--- src/verilog/gbx_pkg.sv ---
// shared constants, state encodings and decode helpers for the global
// bus arbiter and line exchange block; assumes one common cycle clock
package gbx_pkg;
	localparam int NUM_REQ = 8;
	localparam int WORD_W = 32;
	localparam int LINE_WORDS = 4;
	localparam int LINE_W = WORD_W * LINE_WORDS;
	localparam int FIFO_DEPTH = 8;
	// data word after the address cycle at which the hit line is read
	localparam logic [1:0] HIT_WORD = 2'h1;
	localparam logic [1:0] LAST_WORD = 2'h3;
	localparam logic [1:0] FIRST_WORD = 2'h0;
	localparam logic [NUM_REQ-1:0] GRANT_RST = 8'h00;
	localparam logic [NUM_REQ-1:0] PEND_RST = 8'h00;
	localparam logic [WORD_W-1:0] DATA_RST = 32'h00000000;

	// gray-coded along idle, request, address, data, wait
	typedef enum logic [2:0] {
		SND_IDLE = 3'h0,
		SND_REQ  = 3'h1,
		SND_ADDR = 3'h3,
		SND_DATA = 3'h2,
		SND_WAIT = 3'h6
	} gbx_snd_e;

	typedef enum logic [1:0] {
		RCV_IDLE = 2'h0,
		RCV_WAIT = 2'h1,
		RCV_TAKE = 2'h3
	} gbx_rcv_e;

	typedef enum logic {
		ARB_IDLE = 1'b0,
		ARB_BUSY = 1'b1
	} gbx_arb_e;

	// lowest set bit wins: index 0 has the highest priority
	function automatic logic [NUM_REQ-1:0] gbxFirstOne(
		input logic [NUM_REQ-1:0] v);
		gbxFirstOne = v & (~v + 8'h01);
	endfunction
endpackage

--- src/verilog/gbx_stream_if.sv ---
// valid/ready word stream between the exchange logic and its buffer
// assumes both ends run on the same clock
`timescale 1ns/100ps
interface gbx_stream_if #(parameter int W = 32) ();
	logic         valid;
	logic         ready;
	logic [W-1:0] data;
	modport sink   (input valid, input data, output ready);
	modport source (output valid, output data, input ready);
endinterface

--- src/verilog/gbx_fifo.sv ---
// word fifo with a registered output stage holding the head word
// assumes DEPTH is a power of two; one clock, async active-low reset
`timescale 1ns/100ps
module gbx_fifo import gbx_pkg::*; #(
	parameter int W     = 32,
	parameter int DEPTH = 8,
	parameter int AW    = $clog2(DEPTH)
) (
	// clock and reset
	input  wire logic      clk,
	input  wire logic      rst_n,
	// streams
	gbx_stream_if.sink     inS,
	gbx_stream_if.source   outS,
	// words held, memory plus output stage
	output logic [AW:0]    level
);
	logic [W-1:0]  mem [DEPTH];
	logic [AW-1:0] wrPtr_reg;
	logic [AW-1:0] rdPtr_reg;
	logic [AW:0]   count_reg;
	logic          outValid_reg;
	logic [W-1:0]  outData_reg;

	// handshake decode
	wire logic memEmpty = (count_reg == '0);
	wire logic doPush   = inS.valid && inS.ready;
	wire logic doPop    = !memEmpty && (!outValid_reg || outS.ready);
	wire logic [AW:0] count_next = count_reg + {{AW{1'b0}}, doPush}
		- {{AW{1'b0}}, doPop};

	assign inS.ready  = (count_reg != (AW+1)'(DEPTH));
	assign outS.valid = outValid_reg;
	assign outS.data  = outData_reg;
	assign level      = count_reg + {{AW{1'b0}}, outValid_reg};

	// storage has no reset, only pointers, count and output stage do
	always_ff @(posedge clk) begin
		if (doPush) begin
			mem[wrPtr_reg] <= inS.data;
		end
	end

	// pointers and count
	always_ff @(posedge clk or negedge rst_n) begin
		if (!rst_n) begin
			wrPtr_reg <= '0;
			rdPtr_reg <= '0;
			count_reg <= '0;
		end else begin
			wrPtr_reg <= wrPtr_reg + AW'(doPush);
			rdPtr_reg <= rdPtr_reg + AW'(doPop);
			count_reg <= count_next;
		end
	end

	// output stage refills whenever it empties or is taken
	always_ff @(posedge clk or negedge rst_n) begin
		if (!rst_n) begin
			outValid_reg <= 1'b0;
			outData_reg  <= '0;
		end else begin
			if (doPop) begin
				outData_reg <= mem[rdPtr_reg];
			end
			outValid_reg <= doPop || (outValid_reg && !outS.ready);
		end
	end

	fifo_bound_a: assert property (@(posedge clk) disable iff (!rst_n)
		count_reg <= (AW+1)'(DEPTH))
		else $error("fifo count above depth");
endmodule

--- src/verilog/gbx_arbiter.sv ---
// bus access control: latches requests while idle, then serves them
// in fixed priority; assumes requests are on the common cycle clock
`timescale 1ns/100ps
module gbx_arbiter import gbx_pkg::*; (
	// clock and reset
	input  wire logic               clk,
	input  wire logic               rst_n,
	// one request and one grant per controller
	input  wire logic [NUM_REQ-1:0] reqLine,
	output logic      [NUM_REQ-1:0] grantLine
);
	gbx_arb_e           state_reg;
	gbx_arb_e           state_next;
	logic [NUM_REQ-1:0] pend_reg;
	logic [NUM_REQ-1:0] pend_next;
	logic [NUM_REQ-1:0] grant_reg;
	logic [NUM_REQ-1:0] grant_next;

	// owner release and what is left to serve
	wire logic               relDone = |(grant_reg & ~reqLine);
	wire logic [NUM_REQ-1:0] remain  = pend_reg & ~grant_reg;

	assign grantLine = grant_reg;

	// next state; new requests are ignored while busy
	always_comb begin
		state_next = state_reg;
		pend_next  = pend_reg;
		grant_next = grant_reg;
		unique case (state_reg)
			ARB_IDLE: begin
				pend_next = reqLine;
				if (|reqLine) begin
					grant_next = gbxFirstOne(reqLine);
					state_next = ARB_BUSY;
				end
			end
			ARB_BUSY: begin
				if (relDone) begin
					pend_next  = remain;
					grant_next = gbxFirstOne(remain);
					if (remain == '0) begin
						state_next = ARB_IDLE;
					end
				end
			end
		endcase
	end

	// state registers
	always_ff @(posedge clk or negedge rst_n) begin
		if (!rst_n) begin
			state_reg <= ARB_IDLE;
			pend_reg  <= PEND_RST;
			grant_reg <= GRANT_RST;
		end else begin
			state_reg <= state_next;
			pend_reg  <= pend_next;
			grant_reg <= grant_next;
		end
	end

	grant_onehot_a: assert property (@(posedge clk) disable iff (!rst_n)
		$onehot0(grantLine))
		else $error("more than one grant");
	idle_latch_a: assert property (@(posedge clk) disable iff (!rst_n)
		state_reg == ARB_IDLE |=> pend_reg == $past(reqLine))
		else $error("idle arbiter did not latch requests");
	fast_grant_a: assert property (@(posedge clk) disable iff (!rst_n)
		state_reg == ARB_IDLE && $onehot(reqLine)
		|=> grantLine == $past(reqLine))
		else $error("single request not granted next cycle");
	top_prio_a: assert property (@(posedge clk) disable iff (!rst_n)
		state_reg == ARB_IDLE && reqLine[0] |=> grantLine[0])
		else $error("requester 0 not served first");
	busy_hold_a: assert property (@(posedge clk) disable iff (!rst_n)
		state_reg == ARB_BUSY && !relDone
		|=> $stable(pend_reg) && $stable(grantLine))
		else $error("busy arbiter changed its latched set");
	back_idle_a: assert property (@(posedge clk) disable iff (!rst_n)
		state_reg == ARB_BUSY && relDone && remain == '0
		|=> state_reg == ARB_IDLE && grantLine == '0)
		else $error("arbiter did not return to idle");
	reset_clear_a: assert property (@(posedge clk)
		!rst_n |-> grant_reg == '0 && pend_reg == '0)
		else $error("grant or latch not cleared in reset");
	two_req_c: cover property (@(posedge clk) disable iff (!rst_n)
		state_reg == ARB_IDLE && reqLine[0] && reqLine[1]
		##1 grantLine[0] ##[1:20] grantLine[1]);
endmodule

--- src/verilog/gbx_top.sv ---
// global bus arbiter plus this processor's remote line exchange engine
// assumes every global bus line is on the common cycle clock; the pins'
// wired levels are resolved outside from the output enables
//
// What this block does
// - every controller has its own request and grant line to the arbiter
// - the idle arbiter copies all request lines every cycle
// - any latched request makes it busy; it serves latched ones in order
// - once all latched requesters were granted it idles and latches again
// - fixed priority, index 0 highest, higher indices lower
// - from idle a lone request is granted in the next cycle
// - send and receive block the processor; an abort ends them only while waiting, never during a transfer
// - a receiving controller stalls its pipe and pulls receive-present low
// - a sender stalls, wins the bus, broadcasts address and line with send
// - a waiting receiver with equal address and buffer room for a whole line takes the line, pulls hit low
// - matched senders and receivers release the pipeline stall
// - each new receive-present edge makes waiting senders broadcast again
// - of several senders to one receiver only the first one succeeds
// - several receivers may take one line; sender cannot tell which
// - send is high with the address, in the first cycle after the grant
// - four 32-bit line words follow the address in consecutive cycles
// - the sender reads the hit line at the end of the second data word
// - at most one of the eight grants is high; only its owner drives
// - receive-present and hit are active-low wired-or lines, high if idle
`timescale 1ns/100ps
module gbx_top import gbx_pkg::*; #(
	parameter int CTRL_ID = 0,
	parameter int DEPTH   = FIFO_DEPTH,
	parameter int LVW     = $clog2(DEPTH) + 1
) (
	// clock and reset
	input  wire logic               clk,
	input  wire logic               rst_n,
	// arbiter lines; slot CTRL_ID of extReqLine is unused
	input  wire logic [NUM_REQ-1:0] extReqLine,
	output logic      [NUM_REQ-1:0] arbGrantLine,
	// global data bus and send line
	input  wire logic [WORD_W-1:0]  busDataIn,
	output logic      [WORD_W-1:0]  busDataOut,
	output logic                    busDataOe,
	input  wire logic               sendIn,
	output logic                    sendOut,
	output logic                    sendOe,
	// open-drain receive-present and hit lines
	input  wire logic               recvPresentIn_n,
	output logic                    recvPresentOut_n,
	output logic                    recvPresentOe,
	input  wire logic               matchHitIn_n,
	output logic                    matchHitOut_n,
	output logic                    matchHitOe,
	// processor side
	input  wire logic               sendStart,
	input  wire logic               recvStart,
	input  wire logic [WORD_W-1:0]  opAddr,
	input  wire logic [LINE_W-1:0]  sendLine,
	input  wire logic               abortReq,
	output logic                    pipeStall,
	output logic                    sendDone,
	output logic                    recvDone,
	output logic                    opAborted,
	// received line words
	output logic      [WORD_W-1:0]  lineWord,
	output logic                    lineValid,
	input  wire logic               lineReady
);
	localparam int ROOM = DEPTH - LINE_WORDS;

	gbx_snd_e           sndState_reg;
	gbx_snd_e           sndState_next;
	gbx_rcv_e           rcvState_reg;
	gbx_rcv_e           rcvState_next;
	logic [1:0]         wordIdx_reg;
	logic [1:0]         wordIdx_next;
	logic [1:0]         takeIdx_reg;
	logic               hitSeen_reg;
	logic               rebc_reg;
	logic               recvPrev_reg;
	logic [WORD_W-1:0]  sndAddr_reg;
	logic [WORD_W-1:0]  rcvAddr_reg;
	logic [LINE_W-1:0]  line_reg;
	logic [WORD_W-1:0]  busData_reg;
	logic               busOe_reg;
	logic               send_reg;
	logic               sendDone_reg;
	logic               recvDone_reg;
	logic               aborted_reg;
	logic [NUM_REQ-1:0] arbReq;
	logic [LVW-1:0]     level;

	gbx_stream_if #(.W(WORD_W)) rxIn ();
	gbx_stream_if #(.W(WORD_W)) rxOut ();

	// own request line merged into the arbiter's slot
	wire logic ownGrant = arbGrantLine[CTRL_ID];
	wire logic lastWord = (wordIdx_reg == LAST_WORD);
	wire logic inData   = (sndState_reg == SND_DATA);
	// dropped in the last data cycle so the arbiter can move on
	wire logic ownReq = (sndState_reg == SND_REQ)
		|| (sndState_reg == SND_ADDR) || (inData && !lastWord);
	always_comb begin
		arbReq = extReqLine;
		arbReq[CTRL_ID] = ownReq;
	end

	// start and abort decode
	wire logic allIdle  = (sndState_reg == SND_IDLE)
		&& (rcvState_reg == RCV_IDLE);
	wire logic takeSend = allIdle && sendStart;
	// send has precedence when both starts arrive together
	wire logic takeRecv = allIdle && recvStart && !sendStart;
	// a new receiver shows only as a falling edge of the wired line;
	// a second receiver joining an already low line is not seen
	wire logic recvFall = recvPrev_reg && !recvPresentIn_n;
	// abort only while not owning the bus, so no transfer is cut short
	wire logic sndAbort = abortReq && ((sndState_reg == SND_WAIT)
		|| (sndState_reg == SND_REQ && !ownGrant));
	// receiver match: needs room for a whole line in the buffer
	wire logic haveRoom = (level <= LVW'(ROOM)) && rxIn.ready;
	wire logic rcvMatch = (rcvState_reg == RCV_WAIT) && sendIn
		&& (busDataIn == rcvAddr_reg) && haveRoom;
	wire logic rcvAbort = abortReq && (rcvState_reg == RCV_WAIT)
		&& !rcvMatch;
	wire logic takeLast = (rcvState_reg == RCV_TAKE)
		&& (takeIdx_reg == LAST_WORD);

	// sender next state
	always_comb begin
		sndState_next = sndState_reg;
		wordIdx_next  = wordIdx_reg;
		unique case (sndState_reg)
			SND_IDLE: begin
				if (takeSend) begin
					sndState_next = SND_REQ;
				end
			end
			SND_REQ: begin
				if (sndAbort) begin
					sndState_next = SND_IDLE;
				end else if (ownGrant) begin
					sndState_next = SND_ADDR;
				end
			end
			SND_ADDR: begin
				sndState_next = SND_DATA;
				wordIdx_next  = FIRST_WORD;
			end
			SND_DATA: begin
				wordIdx_next = wordIdx_reg + 2'h1;
				if (lastWord && hitSeen_reg) begin
					sndState_next = SND_IDLE;
				end else if (lastWord) begin
					sndState_next = (rebc_reg || recvFall)
						? SND_REQ : SND_WAIT;
				end
			end
			SND_WAIT: begin
				if (sndAbort) begin
					sndState_next = SND_IDLE;
				end else if (recvFall) begin
					sndState_next = SND_REQ;
				end
			end
			default: begin
				sndState_next = SND_IDLE;
			end
		endcase
	end

	// receiver next state
	always_comb begin
		rcvState_next = rcvState_reg;
		unique case (rcvState_reg)
			RCV_IDLE: begin
				if (takeRecv) begin
					rcvState_next = RCV_WAIT;
				end
			end
			RCV_WAIT: begin
				if (rcvMatch) begin
					rcvState_next = RCV_TAKE;
				end else if (rcvAbort) begin
					rcvState_next = RCV_IDLE;
				end
			end
			RCV_TAKE: begin
				if (takeLast) begin
					rcvState_next = RCV_IDLE;
				end
			end
			default: begin
				rcvState_next = RCV_IDLE;
			end
		endcase
	end

	// bus drive values, registered so the pins come from flip-flops
	wire logic nextAddr = (sndState_next == SND_ADDR);
	wire logic nextData = (sndState_next == SND_DATA);
	wire logic [WORD_W-1:0] nextWord
		= line_reg[wordIdx_next*WORD_W +: WORD_W];
	wire logic [WORD_W-1:0] busData_next = nextAddr ? sndAddr_reg
		: (nextData ? nextWord : DATA_RST);

	// sender and receiver state
	always_ff @(posedge clk or negedge rst_n) begin
		if (!rst_n) begin
			sndState_reg <= SND_IDLE;
			rcvState_reg <= RCV_IDLE;
			wordIdx_reg  <= FIRST_WORD;
			takeIdx_reg  <= FIRST_WORD;
		end else begin
			sndState_reg <= sndState_next;
			rcvState_reg <= rcvState_next;
			wordIdx_reg  <= wordIdx_next;
			takeIdx_reg  <= (rcvState_reg == RCV_TAKE)
				? takeIdx_reg + 2'h1 : FIRST_WORD;
		end
	end

	// hit sampling and rebroadcast memory; an edge is kept only in address and data cycles, the clear in request wins
	always_ff @(posedge clk or negedge rst_n) begin
		if (!rst_n) begin
			hitSeen_reg  <= 1'b0;
			rebc_reg     <= 1'b0;
			recvPrev_reg <= 1'b1;
		end else begin
			recvPrev_reg <= recvPresentIn_n;
			if (sndState_reg == SND_ADDR) begin
				hitSeen_reg <= 1'b0;
			end else if (inData && wordIdx_reg == HIT_WORD) begin
				hitSeen_reg <= !matchHitIn_n;
			end
			if (recvFall && (sndState_reg == SND_ADDR || inData)) begin
				rebc_reg <= 1'b1;
			end else if (sndState_reg == SND_REQ) begin
				rebc_reg <= 1'b0;
			end
		end
	end

	// operands caught at instruction start
	always_ff @(posedge clk or negedge rst_n) begin
		if (!rst_n) begin
			sndAddr_reg <= DATA_RST;
			rcvAddr_reg <= DATA_RST;
			line_reg    <= '0;
		end else begin
			if (takeSend) begin
				sndAddr_reg <= opAddr;
				line_reg    <= sendLine;
			end
			if (takeRecv) begin
				rcvAddr_reg <= opAddr;
			end
		end
	end

	// bus pins and completion pulses
	always_ff @(posedge clk or negedge rst_n) begin
		if (!rst_n) begin
			busData_reg  <= DATA_RST;
			busOe_reg    <= 1'b0;
			send_reg     <= 1'b0;
			sendDone_reg <= 1'b0;
			recvDone_reg <= 1'b0;
			aborted_reg  <= 1'b0;
		end else begin
			busData_reg  <= busData_next;
			busOe_reg    <= nextAddr || nextData;
			send_reg     <= nextAddr;
			sendDone_reg <= inData && lastWord && hitSeen_reg;
			recvDone_reg <= takeLast;
			aborted_reg  <= sndAbort || rcvAbort;
		end
	end

	// received words go straight into the buffer
	assign rxIn.valid  = (rcvState_reg == RCV_TAKE);
	assign rxIn.data   = busDataIn;
	assign rxOut.ready = lineReady;
	assign lineWord    = rxOut.data;
	assign lineValid   = rxOut.valid;

	// outputs; wired lines only ever pull low
	assign busDataOut       = busData_reg;
	assign busDataOe        = busOe_reg;
	assign sendOut          = send_reg;
	assign sendOe           = busOe_reg;
	assign recvPresentOut_n = 1'b0;
	assign recvPresentOe    = (rcvState_reg == RCV_WAIT);
	assign matchHitOut_n    = 1'b0;
	assign matchHitOe       = (rcvState_reg == RCV_TAKE);
	assign pipeStall        = !allIdle;
	assign sendDone         = sendDone_reg;
	assign recvDone         = recvDone_reg;
	assign opAborted        = aborted_reg;

	gbx_arbiter u_arb (
		.clk       (clk),
		.rst_n     (rst_n),
		.reqLine   (arbReq),
		.grantLine (arbGrantLine)
	);

	gbx_fifo #(.W(WORD_W), .DEPTH(DEPTH)) u_rxq (
		.clk   (clk),
		.rst_n (rst_n),
		.inS   (rxIn),
		.outS  (rxOut),
		.level (level)
	);

	drive_owner_a: assert property (@(posedge clk) disable iff (!rst_n)
		busDataOe |-> $past(ownGrant))
		else $error("bus driven without grant");
	addr_cycle_a: assert property (@(posedge clk) disable iff (!rst_n)
		sndState_reg == SND_REQ && ownGrant && !abortReq
		|=> sendOut && busDataOe && busDataOut == sndAddr_reg)
		else $error("address cycle not right after grant");
	four_words_a: assert property (@(posedge clk) disable iff (!rst_n)
		sndState_reg == SND_ADDR
		|=> (busDataOe && !sendOut)[*4])
		else $error("line words not in four consecutive cycles");
	hit_sample_a: assert property (@(posedge clk) disable iff (!rst_n)
		inData && wordIdx_reg == HIT_WORD
		|=> hitSeen_reg == !$past(matchHitIn_n))
		else $error("hit line not sampled at second word");
	send_ok_a: assert property (@(posedge clk) disable iff (!rst_n)
		inData && lastWord && hitSeen_reg
		|=> sendDone && sndState_reg == SND_IDLE)
		else $error("matched sender kept stalling");
	rebroadcast_a: assert property (@(posedge clk) disable iff (!rst_n)
		sndState_reg == SND_WAIT && recvFall && !abortReq
		|=> sndState_reg == SND_REQ ##1 ownReq)
		else $error("waiting sender ignored new receiver");
	recv_present_a: assert property (@(posedge clk) disable iff (!rst_n)
		rcvState_reg == RCV_WAIT |-> recvPresentOe && pipeStall)
		else $error("receiver not announced or not stalled");
	recv_take_a: assert property (@(posedge clk) disable iff (!rst_n)
		rcvMatch |=> matchHitOe[*4] ##1 recvDone)
		else $error("matched receiver did not take four words");
	abort_wait_a: assert property (@(posedge clk) disable iff (!rst_n)
		sndState_reg == SND_WAIT && abortReq
		|=> opAborted && sndState_reg == SND_IDLE)
		else $error("abort did not end blocked send");
	send_ok_c: cover property (@(posedge clk) disable iff (!rst_n)
		sndState_reg == SND_REQ ##[1:20] sendDone);
	resend_c: cover property (@(posedge clk) disable iff (!rst_n)
		sndState_reg == SND_WAIT ##[1:50] sendDone);
	recv_ok_c: cover property (@(posedge clk) disable iff (!rst_n)
		rcvState_reg == RCV_WAIT ##[1:50] recvDone);
endmodule

--- config.mk ---
export PLATFORM = sky130hd
export DESIGN_NAME = gbx_top
export DESIGN_NICKNAME = d
export VERILOG_FILES = /design/src/verilog/gbx_pkg.sv /design/src/verilog/gbx_stream_if.sv /design/src/verilog/gbx_fifo.sv /design/src/verilog/gbx_arbiter.sv /design/src/verilog/gbx_top.sv
export SDC_FILE = /design/constraint.sdc
export NUM_CORES = 1
export LEC_CHECK = 0
export ABC_AREA = 1
export BUFFER_PORTS_ARGS = -buffer_cell sky130_fd_sc_hd__buf_2
export CAP_MARGIN = 40
export CORE_UTILIZATION = 50
export DETAILED_ROUTE_END_ITERATION = 6
export PLACE_DENSITY = 0.7
export RECOVER_POWER = 100
export SKIP_LAST_GASP = 1
export SYNTH_ARGS = -nofsm -noshare
export SYNTH_HDL_FRONTEND = slang
export SYNTH_SLANG_ARGS = --single-unit
--- constraint.sdc ---
create_clock -name clk -period 4.3 [get_ports clk]
set_input_delay 0.215 -clock clk [delete_from_list [all_inputs] [get_ports clk]]
set_output_delay 0.215 -clock clk [all_outputs]
set_load 0.01 [all_outputs]
== Word-level counts from Yosys, hierarchy flattened ==
Memory sizes are Yosys's and may differ from the RTL's. A register that Yosys moved wholly into a read port is not among the register bits.
Index checks and enable logic that the tools add are counted.

* Flip-flop bits (word level): 269
* Bits in writable memories: 256
* Bits of input ports: 209
* Output and inout bits: 84
* Word-level logic and storage cells: 147
* Memories: 1

{| class="wikitable"
|+ Memories
! name !! words !! bits a word !! read ports !! clocked after memory_dff !! write ports !! RTL line !! source
|-
| u_rxq.mem || 8 || 32 || 1 || 1 || 1 || gbx_fifo.sv:18 || <nowiki>logic [W-1:0] mem [DEPTH];</nowiki>
|}

* Add/sub/neg operators: 9
* Magnitude comparators: 1
* Equality and inequality tests: 18
* Shift-type cells: 1
* Muxes and demuxes: 33
* Bitwise operators: 8
* Reduce and logical (&&, ||, !) cells: 53

{| class="wikitable"
|+ Operators by type and width
! cell !! count
|-
| 128-bit by 8-bit indexed part select with 32-bit output || 1
|-
| 32-bit 2-to-1 mux || 2
|-
| 8-bit AND || 4
|-
| 32-bit == test || 1
|-
| 8-bit one-hot mux with 2 select lines || 2
|-
| 3-bit 2-to-1 mux || 8
|-
| 8-bit 2-to-1 mux || 3
|-
| 8-bit NOT || 3
|-
| 1-bit logical AND || 23
|-
| 8-bit by 1-bit adder with 8-bit output, second input constant || 2
|-
| 8-bit OR reduction || 2
|-
| 3-bit one-hot mux with 5 select lines || 1
|-
| 3-bit by 2-bit == test with 1-bit output, second input constant || 4
|-
| 1-bit zero test || 11
|-
| 2-bit 2-to-1 mux || 5
|-
| 1-bit logical OR || 9
|-
| 1-bit 2-to-1 mux || 9
|-
| 4-bit by 1-bit adder with 4-bit output || 2
|-
| 8-bit zero test || 1
|-
| 3-bit by 1-bit adder with 3-bit output || 2
|-
| 2-bit == test, second input constant || 3
|-
| 2-bit != test, second input constant || 3
|-
| 2-bit one-hot mux with 3 select lines || 1
|-
| 2-bit by 1-bit adder with 2-bit output, second input constant || 2
|-
| 17 further kinds || 19
|}

== Logic depth before layout (Yosys ltp) ==
Gate-level depths: netlist of run 1.

* Word-level depth: 10
* Depth in mapped cells: 13
* Gate-level depth less buffers: 12

== Modules after synthesis ==
Synthesis of run 1 repeated with hierarchy kept, for this count alone.

* Cells, all modules: 2474
* Area total of the unflattened synthesis: 24715.0 µm²

{| class="wikitable"
|+ By module, submodules not included
! module !! times used !! cells each !! area each (µm²)
|-
| gbx_fifo || 1 || 1186 || 12572.1
|-
| gbx_top || 1 || 1118 || 10965.5
|-
| gbx_arbiter || 1 || 170 || 1177.4
|}

== Worst setup path before layout of run 1 ==
OpenSTA, ideal clock, no wires.

* Path kind: reg2reg
* Start point: reg u_rxq.count_reg[2]
* End point: mem u_rxq.mem[0][0] (enable)
* Data arrival time: 2.431 ns
* Required time: 3.879 ns
* Slack: 1.448 ns
* Stages on the path, launching flop included: 6
* Buffers on the path: 0
* Clock period less this slack: 2.852 ns
* Path through: dfrtp_1 > inv_1 > ha_1 > a31oi_1 > nand2_1 > nor2_1

* Longest elaborated chain between the ends: 4

{| class="wikitable"
|+ Ends and longest elaborated chain
! element !! RTL line !! source
|-
| start: declaration || gbx_fifo.sv:21 || <nowiki>logic [AW:0] count_reg;</nowiki>
|-
| start signal: assignment || gbx_fifo.sv:53 || <nowiki>count_reg <= count_next;</nowiki>
|-
| 4-bit != test || gbx_fifo.sv:32 || <nowiki>assign inS.ready = (count_reg != (AW+1)'(DEPTH));</nowiki>
|-
| 1-bit logical AND || gbx_fifo.sv:27 || <nowiki>wire logic doPush = inS.valid && inS.ready;</nowiki>
|-
| 1-bit 2-to-1 mux || gbx_fifo.sv:39 || <nowiki>if (doPush) begin</nowiki>
|-
| 1-bit 2-to-1 mux (implied by the code) || gbx_fifo.sv:40 || <nowiki>mem[wrPtr_reg] <= inS.data;</nowiki>
|-
| end: declaration || gbx_fifo.sv:18 ||
|}

No other way between the ends.

== Worst setup path after layout of run 1 ==
* Start point: reg sndState_reg[2]
* End point: reg busData_reg[20] (netlist: busDataOut[20])

* Longest elaborated chain between the ends: 9

{| class="wikitable"
|+ Ends and longest elaborated chain
! element !! RTL line !! source
|-
| start: declaration || gbx_top.sv:68 || <nowiki>gbx_snd_e sndState_reg;</nowiki>
|-
| start signal: assignment || gbx_top.sv:212 || <nowiki>sndState_reg <= sndState_next;</nowiki>
|-
| branches (longest 8 deep; another with 128-bit by 8-bit indexed part select with 32-bit output) || - ||
|-
| 32-bit 2-to-1 mux * || gbx_top.sv:201 || <nowiki>wire logic [WORD_W-1:0] busData_next = nextAddr ? sndAddr_reg</nowiki>
|-
| net busData_next[20] || gbx_top.sv:201 ||
|-
| end signal: assignment || gbx_top.sv:268 || <nowiki>busData_reg <= busData_next;</nowiki>
|-
| end: declaration || gbx_top.sv:81 || <nowiki>logic [WORD_W-1:0] busData_reg;</nowiki>
|}

Mark *: on every way through the listed nets, which the timed path passes.
A chain may end at the register's enable or synchronous reset.

==> results of run 1 <==
-- critical path, delay by kind of cell (launching register included) --
kind / cells / cell delay (ns)
simple gates: 4 / 0.61
flops: 1 / 0.45
buf+inv: 1 / 1.25
compound gates: 3 / 0.91
-- power groups by stage --
| stage | sequential [uW] | combinational [uW] | clock (uW) |
|---|---|---|---|
| 2_1_floorplan | 7640 | 5200 | 0 |
| 3_3_place_gp | 7910 | 6590 | 0 |
| 3_5_place_dp | 7920 | 6820 | 0 |
| 4_1_cts | 7840 | 7000 | 4880 |
| 5_1_grt | 8040 | 7270 | 5100 |
| 6_report | 7900 | 6550 | 4810 |
-- timing repair --
item                                   in CTS  in global routing
hold buffers                              204                  0
endpoints found under the hold margin     537                  0
resized for setup                           0                  0
-- metal layers --
metal / wire (um) / GRT usage, % / share of wire [%] / vias to the layer above
met2: 30810 / 43.36 / 48 / 698
met3: 4731 / 6.228 / 7.4 / 178
li1: - / - / - / 8020
met4: 2608 / 11.44 / 4.1 / 4
met1: 26070 / 33.33 / 41 / 8395
met5: 27 / 0 / 0.042 / -
-- cells by family after synthesis --
kind of cell | Yosys count | share of synthesized area [%]
xor gates and xnor gates | 15 | 0.5472
other | 1 | 0.01562
AOI/OAI and AO/OA | 449 | 10.46
buffers and inverters | 334 | 6.030
muxes | 192 | 10.24
adders and majority gates | 17 | 0.9172
and+or+nand+nor | 496 | 8.396
DFF | 557 | 63.40
-- final cells by class --
cell class	instances	area share, %
Sequential cell	557	52.10
Multi-Input combinational cell	1171	23.85
Timing Repair Buffer	522	12.32
Clock buffer	84	5.531
Inverter	227	2.915
Tap cell	607	2.599
Clock inverter	18	0.6422
Antenna cell	6	0.05137
-- synthesized netlist by cell type, types with 2 or more instances --
cell / instances / share of area, %
nand2_1: 303 / 4.7
dfrtp_1: 300 / 31
edfxtp_1: 256 / 32
o21ai_0: 241 / 5.0
inv_1: 223 / 3.5
nor2_1: 120 / 1.9
mux2_4: 100 / 6.3
a21oi_1: 72 / 1.5
o211ai_1: 71 / 2.2
mux2i_1: 64 / 2.7
clkbuf_1: 44 / 0.69
o22ai_1: 41 / 1.1
nand3_1: 35 / 0.73
buf_2: 32 / 0.67
buf_6: 17 / 0.80
ha_1: 16 / 0.83
mux2_1: 15 / 0.70
o21ai_1: 14 / 0.29
mux2_2: 13 / 0.61
xnor2_1: 12 / 0.44
nand4_1: 10 / 0.26
nor3_1: 8 / 0.17
buf_1: 7 / 0.11
buf_4: 7 / 0.22
nand2_2: 6 / 0.16
or2_2: 6 / 0.16
inv_2: 3 / 0.047
xor2_1: 3 / 0.11
a31oi_1: 2 / 0.052
nor3b_1: 2 / 0.063
-- layout by cell type, fill, tap and decap left out, types with 8 or more instances in the layout --
cell type and n:
mux2_2 13, nand3_1 36, a21oi_1 73, xnor2_1 12, buf_4 16, ha_1 16
clkbuf_8 11, inv_1 225, mux2i_1 64, o22ai_1 42, o21ai_0 250, clkbuf_1 136
nor3_1 8, nand2_1 306, nor2_1 116, edfxtp_1 256, clkbuf_16 56, buf_2 173
nand4_1 10, mux2_1 115, o211ai_1 71, dlygate4sd3_1 204, dfrtp_1 298
-- stage by stage --
step,hold slack (ns),instance area [sq um],util [%],power (uW)
finish,0.2251,29230,62.25,19260
global route,0.2668,29220,62.23,20420
CTS,0.2260,29820,63.52,19720
detailed placement,0.2907,25980,55.33,14740
global placement,0.2815,25960,55.28,14500
floorplan,-0.08059,24010,-,12830
-- worst max path at each step --
stage,from,end,slack [ns],depth (start not counted)
3_3_place_gp,sndState_reg[2],line_reg[52],1.89,6
3_5_place_dp,sndState_reg[2],line_reg[50],1.79,6
2_1_floorplan,u_rxq.count_reg[2],u_rxq.mem[0][0],1.45,5
4_1_cts,u_rxq.count_reg[2],u_rxq.mem[7][8],1.80,6
6_report,sndState_reg[2],busDataOut[20],0.99,8
5_1_grt,sndState_reg[2],busDataOut[10],0.81,10
==> metrics.md, run 1 <==
| Metric | Value |
|---|---|
| Status | finished with violations |
| Violated checks | max-capacitance violations, max-slew violations |
| CP Max Fanout | 33 |
| Synth unique cells | 48 |
| Leakage | 0.01257 uW |
| Slowest Stage Delay on Critical Path | 1.25 ns |
| Number of vias per cell | 5.418 |
| Hold EP | rcvState_reg[1] |
| Die Ht | 221.1 um |
| Port buffer count | 289 |
| Top FF cell, synth | dfrtp_1 |
| CTS tree | yes |
| CP arrival | 3.85 ns |
| Fin. Hold Viols | 0 |
| Worst hold path class | input pin to flip-flop |
| Largest net degree at the start of global routing | 114 |
| P&R area growth vs syn | 21.73% |
| Final nets | 2,760 |
| Clock latency at the later pin of the worst-skew pair | 0.62 ns |
| TritonCTS Buffers | 55 |
| Pwr/cell area | 659.1 mW/mm^2 |
| Sequential share of power | 41.0% |
| Placed cell count | 2,880 |
| Net switching power | 7142 uW |
| DP Wirelength | 38.03 mm |
| Mapped Cells | 2,061 |
| Hold path cells | 7 |
| Initial Util | 51.13% |
| Comb pwr share | 34.0% |
| Finish-stage setup viols | 0 |
| Crit-path slowest cell | clkbuf_1 |
| Slew @ Worst Pin | 2.351 ns |
| Maximum vdd drop | 0.6107 mV |
| Yosys warns | 0 |
| Site row count | 79 |
| Fin crit period | 3.311 ns |
| Max reg flops | 256 |
| Layout cell share with drive strength beyond 1 | 12.21% |
| Max-Cap Viols | 5 |
| CP Class | flip-flop to flip-flop |
| First-pass GRT wire length | 99.82 mm |
| Via count | 17,300 |
| Number of DRC markers in iteration 0 | 1,448 |
| CTS Sinks | 557 |
| Gr usage total | 26.35% |
| I/O Pins | 293 |
| Crit path top cell by count | nand2_1 |
| Final period utilization | 77.01% |
| Drt pass-1 iters | 5 |
| Initial antenna violation count | 6 |
| Mapped Avg Cell Area | 11.65 sq um |
| Startpoint types | flip-flop |
| Sequential area share after synthesis | 63.40% |
| Clock Path Buffers | 3 |
| Core area | 0.04695 sq mm |
| Max Slew Vio Count | 212 |
| Syn Std Cell Area | 0.02401 sq mm |
| DRC Markers | 0 |
| Max Clock Skew | 0.03324 ns |
| R2r setup slk | 0.99 ns |
| Post-synth EDFFs | 256 |
| Clock share of power | 25.0% |
| Unrepaired setup endpoints after global routing | no |
| Storage cell area | 0.01523 sq mm |
| Congestion Overflow GR | 0 |
| Critical Path RT | 4.84 ns |
| DIE WIDTH | 221.1 um |
| Multi-input gate area | 0.006969 sq mm |
| Placer Congestion | 0.8692 |
| Number of fill cells | 3,695 |
| R2r endpoint | busDataOut[20] |
| Vias in the first global route | 17,610 |
| Post-route setup slack | 0.9886 ns |
| Final setup TNS | 0 ns |
| Int Pwr | 12,120 uW |
| Root buffer cell | clkbuf_16 |
| Hold_sp | sendIn |
| Clock transition at path regs | 0.06 ns |
| DRT antenna net count | 0 |
| Switching share of power | 37.08% |
| Final Non-Filler Cells | 3,192 |
| Post-CTS setup buffer count | 0 |
| Highest clock rate | 0.3020 GHz |
| Pre-CTS setup slack | 1.794 ns |
| H-tree depth | 2 |
| Post-synth ARST share | 54.04% |
| Die ar. | 0.04890 sq mm |
| DRT Wirelength | 64.25 mm |
| CP cell instances | nor2_1, nand2_1, o22ai_1, clkbuf_1, o21ai_0, o22ai_1, nand2_1, nand2_1 |
| FF+latch count, synth | 557 |
| Drt wl/cell | 20.13 um |
| Worst reg2reg path startpoint | sndState_reg[2] |
| Worst Reg2Reg Path Length in Cells | 8 |
| CP Capture Type | flip-flop |
| Max-slew headroom | -56.74% |
Note: power is estimated with default switching activity, not from simulation.
==> run 2, diff against run 1 <==
--- a/config.mk
+++ b/config.mk
@@ -5,12 +5,12 @@
 export SDC_FILE = /design/constraint.sdc
 export NUM_CORES = 1
 export LEC_CHECK = 0
-export ABC_AREA = 1
+export ABC_AREA = 0
 export BUFFER_PORTS_ARGS = -buffer_cell sky130_fd_sc_hd__buf_2
 export CAP_MARGIN = 40
 export CORE_UTILIZATION = 50
 export DETAILED_ROUTE_END_ITERATION = 6
-export PLACE_DENSITY = 0.7
+export PLACE_DENSITY = 0.73
 export RECOVER_POWER = 100
 export SKIP_LAST_GASP = 1
 export SYNTH_ARGS = -nofsm -noshare
==> constraint.sdc (replaced) <==
create_clock -name clk -period 2.9 [get_ports clk]
set_input_delay 0.145 -clock clk [delete_from_list [all_inputs] [get_ports clk]]
set_output_delay 0.145 -clock clk [all_outputs]
set_load 0.01 [all_outputs]
==> run 2 against run 1 <==
Net effect:
- the flow still finishes with violations (max-capacitance violations, max-slew violations)
- die area shrank 6.5%
- clock power rose by 46%
- clock-buffer cell count up 7
- area after synthesis fell by 6.6%
- final area shrank 3.1%
- power up 41%
- final cell count is 24% lower
- combinational power up 33%
- via count shrank 24%
- largest cell class unchanged
==> metrics.md, run 2 <==
| Metric | Value |
|---|---|
| DP Wirelength | 32.71 mm |
| Worst hold slack | 0.1858 ns |
| Root buffer cell | clkbuf_16 |
| Core area | 0.04422 sq mm |
| Violated checks | max-capacitance violations, max-slew violations |
| CP Capture Type | flip-flop |
| Mapped Cells | 1,270 |
| CP cell instances | inv_1, ha_1, nor3b_1, or3_1, nor2_2, clkbuf_2 |
| First-pass GRT wire length | 78.26 mm |
| Hold_sp | recvPresentIn_n |
| Number of vias per cell | 5.368 |
| GR Layer Usage met1 | 30.35% |
| Placed Instance Area | 0.02485 sq mm |
| Status | finished with violations |
| Vias in the first global route | 13,810 |
| Finish-stage setup viols | 0 |
| DRT antenna net count | 0 |
| Die Ht | 213.8 um |
| Leakage | 0.01121 uW |
| Layout cell share with drive strength beyond 1 | 31.25% |
| P&R area growth vs syn | 26.33% |
| Met2 usage | 38.47% |
| Clock Path Buffers | 3 |
| Sequential area share after synthesis | 67.87% |
| Mapped Avg Cell Area | 17.66 sq um |
| Slowest Stage Delay on Critical Path | 0.80 ns |
| DRT Wirelength | 51.28 mm |
| Placer Congestion | 0.8492 |
| Clock latency at the later pin of the worst-skew pair | 0.62 ns |
| Drt wl/cell | 21.03 um |
| Site row count | 77 |
| Critical Path RT | 3.13 ns |
| Hold-fix buffers, CTS | 205 |
| Worst reg2reg path startpoint | u_rxq.count_reg[2] |
| Commonest non-fill, non-tap cell in the layout | dfrtp_1 |
| Initial antenna violation count | 6 |
| CTS tree | yes |
| Max Clock Skew | 0.02409 ns |
| Final setup TNS | 0 ns |
| Drt pass-1 iters | 5 |
| Post-synth EDFFs | 256 |
| Top cells by count, synth | 300 x dfrtp_1, 256 x edfxtp_1, 178 x mux2_2 |
| FF+latch count, synth | 557 |
| Syn Std Cell Area | 0.02243 sq mm |
| Via count | 13,090 |
| Max reg flops | 256 |
| CP Class | flip-flop to flip-flop |
| R2r setup slk | 0.27 ns |
| Share of the synthesized area in the top cell type | 34.28% |
| Clock transition at path regs | 0.06 ns |
| Resize count post-CTS | 0 |
| Highest clock rate | 0.3808 GHz |
| Number of DRC markers in iteration 0 | 685 |
| Max Slew Vio Count | 65 |
| Die ar. | 0.04571 sq mm |
| CP Max Fanout | 32 |
| DRC Markers | 0 |
| Post-synth ARST share | 54.04% |
| Pwr/cell area | 961.8 mW/mm^2 |
| Startpoint types | flip-flop |
| Slew @ Worst Pin | 1.810 ns |
| Final nets | 2,019 |
| Post-CTS setup buffer count | 0 |
| Fin crit period | 2.626 ns |
| I/O Pins | 293 |
| Initial Util | 50.72% |
| Commonest non-fill, non-tap cells in the layout | 297 x dfrtp_1, 256 x edfxtp_1, 205 x dlygate4sd3_1 |
| CP delay by family, top | buffers and inverters |
| Largest net degree at the start of global routing | 86 |
| Most Crowded Layer GR | met2 |
| Maximum vdd drop | 0.8102 mV |
| Top FF cell, synth | dfrtp_1 |
| Grt met3 use | 3.925% |
| Max-slew headroom | -20.69% |
| Unrepaired setup endpoints after global routing | no |
| Congestion Overflow GR | 0 |
| DIE WIDTH | 213.8 um |
| Gr usage total | 22.98% |
| Final period utilization | 90.56% |
| Crit-path slowest cell | clkbuf_2 |
| CP startpoint | u_rxq.count_reg[2] |
| Yosys warns | 0 |
| Worst hold path class | input pin to flip-flop |
| Max-Cap Viols | 1 |
| CTS Sinks | 557 |
| Post-route design area | 0.02833 sq mm |
| Port buffer count | 289 |
| H-tree depth | 2 |
| Area leader, netlist | edfxtp_1 |
| Synth area leaders | edfxtp_1 34%, dfrtp_1 33%, mux4_2 9.6% |
| Synth unique cells | 59 |
| CP arrival | 2.85 ns |
| Most frequent cell after synthesis | dfrtp_1 |
| Fin. Hold Viols | 0 |
| TritonCTS Buffers | 56 |
| WP buf/inv | 2 |
run 2: logic make-up after synthesis:
kind of cell	Yosys count	synth area share (%)
and+or+nand+nor	131	2.929
xor gates and xnor gates	38	1.484
muxes	337	21.68
AOI/OAI and AO/OA	103	3.292
DFF	557	67.87
other	1	0.01672
adders and majority gates	17	0.9819
buffers and inverters	86	1.746
run 2: per-layer routing:
metal | wire [um] | up-vias
met4 | 1528 | 0
met5 | 0 | -
met2 | 25830 | 364
met3 | 2561 | 86
li1 | - | 5901
met1 | 21360 | 6736
run 2: final cells by class:
class,count,area [sq um]
clock buffer,91,1634
multi-input combinational,628,6829
inverter,22,82.58
timing repair buffer,528,3637
antenna,6,15.01
sequential,557,15230
tap,592,740.7
fill,3107,15890
clock inverter,14,166.4
run 2: path summary, 6_finish.rpt:
check,end,cells past startpoint
setup / recovery,u_rxq.mem[4][9],6
min in group asynchronous,u_rxq.outS.data[27],2
hold / removal,recvPrev_reg,2
setup reg to reg,u_rxq.mem[4][9],6
hold reg to reg,takeIdx_reg[0],1
max in group asynchronous,line_reg[44],3
run 2: report_power, final:
part | internal [uW] | switching [uW] | leakage, uW
Clock | 4040 | 2960 | 0.000865
Sequential | 10300 | 1310 | 0.00592
Combinational | 4780 | 3900 | 0.00443
Total | 19100 | 8180 | 0.0112
run 2: metrics by stage:
stage / setup slack (ns) / utilization (%) / cells / power (uW)
final: 0.2739 / 64.07 / 2438 / 27250
after global routing: 0.1538 / 64.07 / 2438 / 28710
after CTS: 0.4450 / 64.90 / 2432 / 27760
after detailed placement: 0.4535 / 56.19 / 2122 / 20450
after global placement: 0.4946 / 56.19 / 2122 / 20140
after floorplan: -0.04136 / - / 1271 / 17860
run 2: worst register-to-register path, delay by kind of cell, from the launching register on:
kind,cells,cell delay (ns)
adders and majority gates,1,0.20
DFF,1,0.39
and+or+nand+nor,3,0.72
buffers and inverters,2,0.90
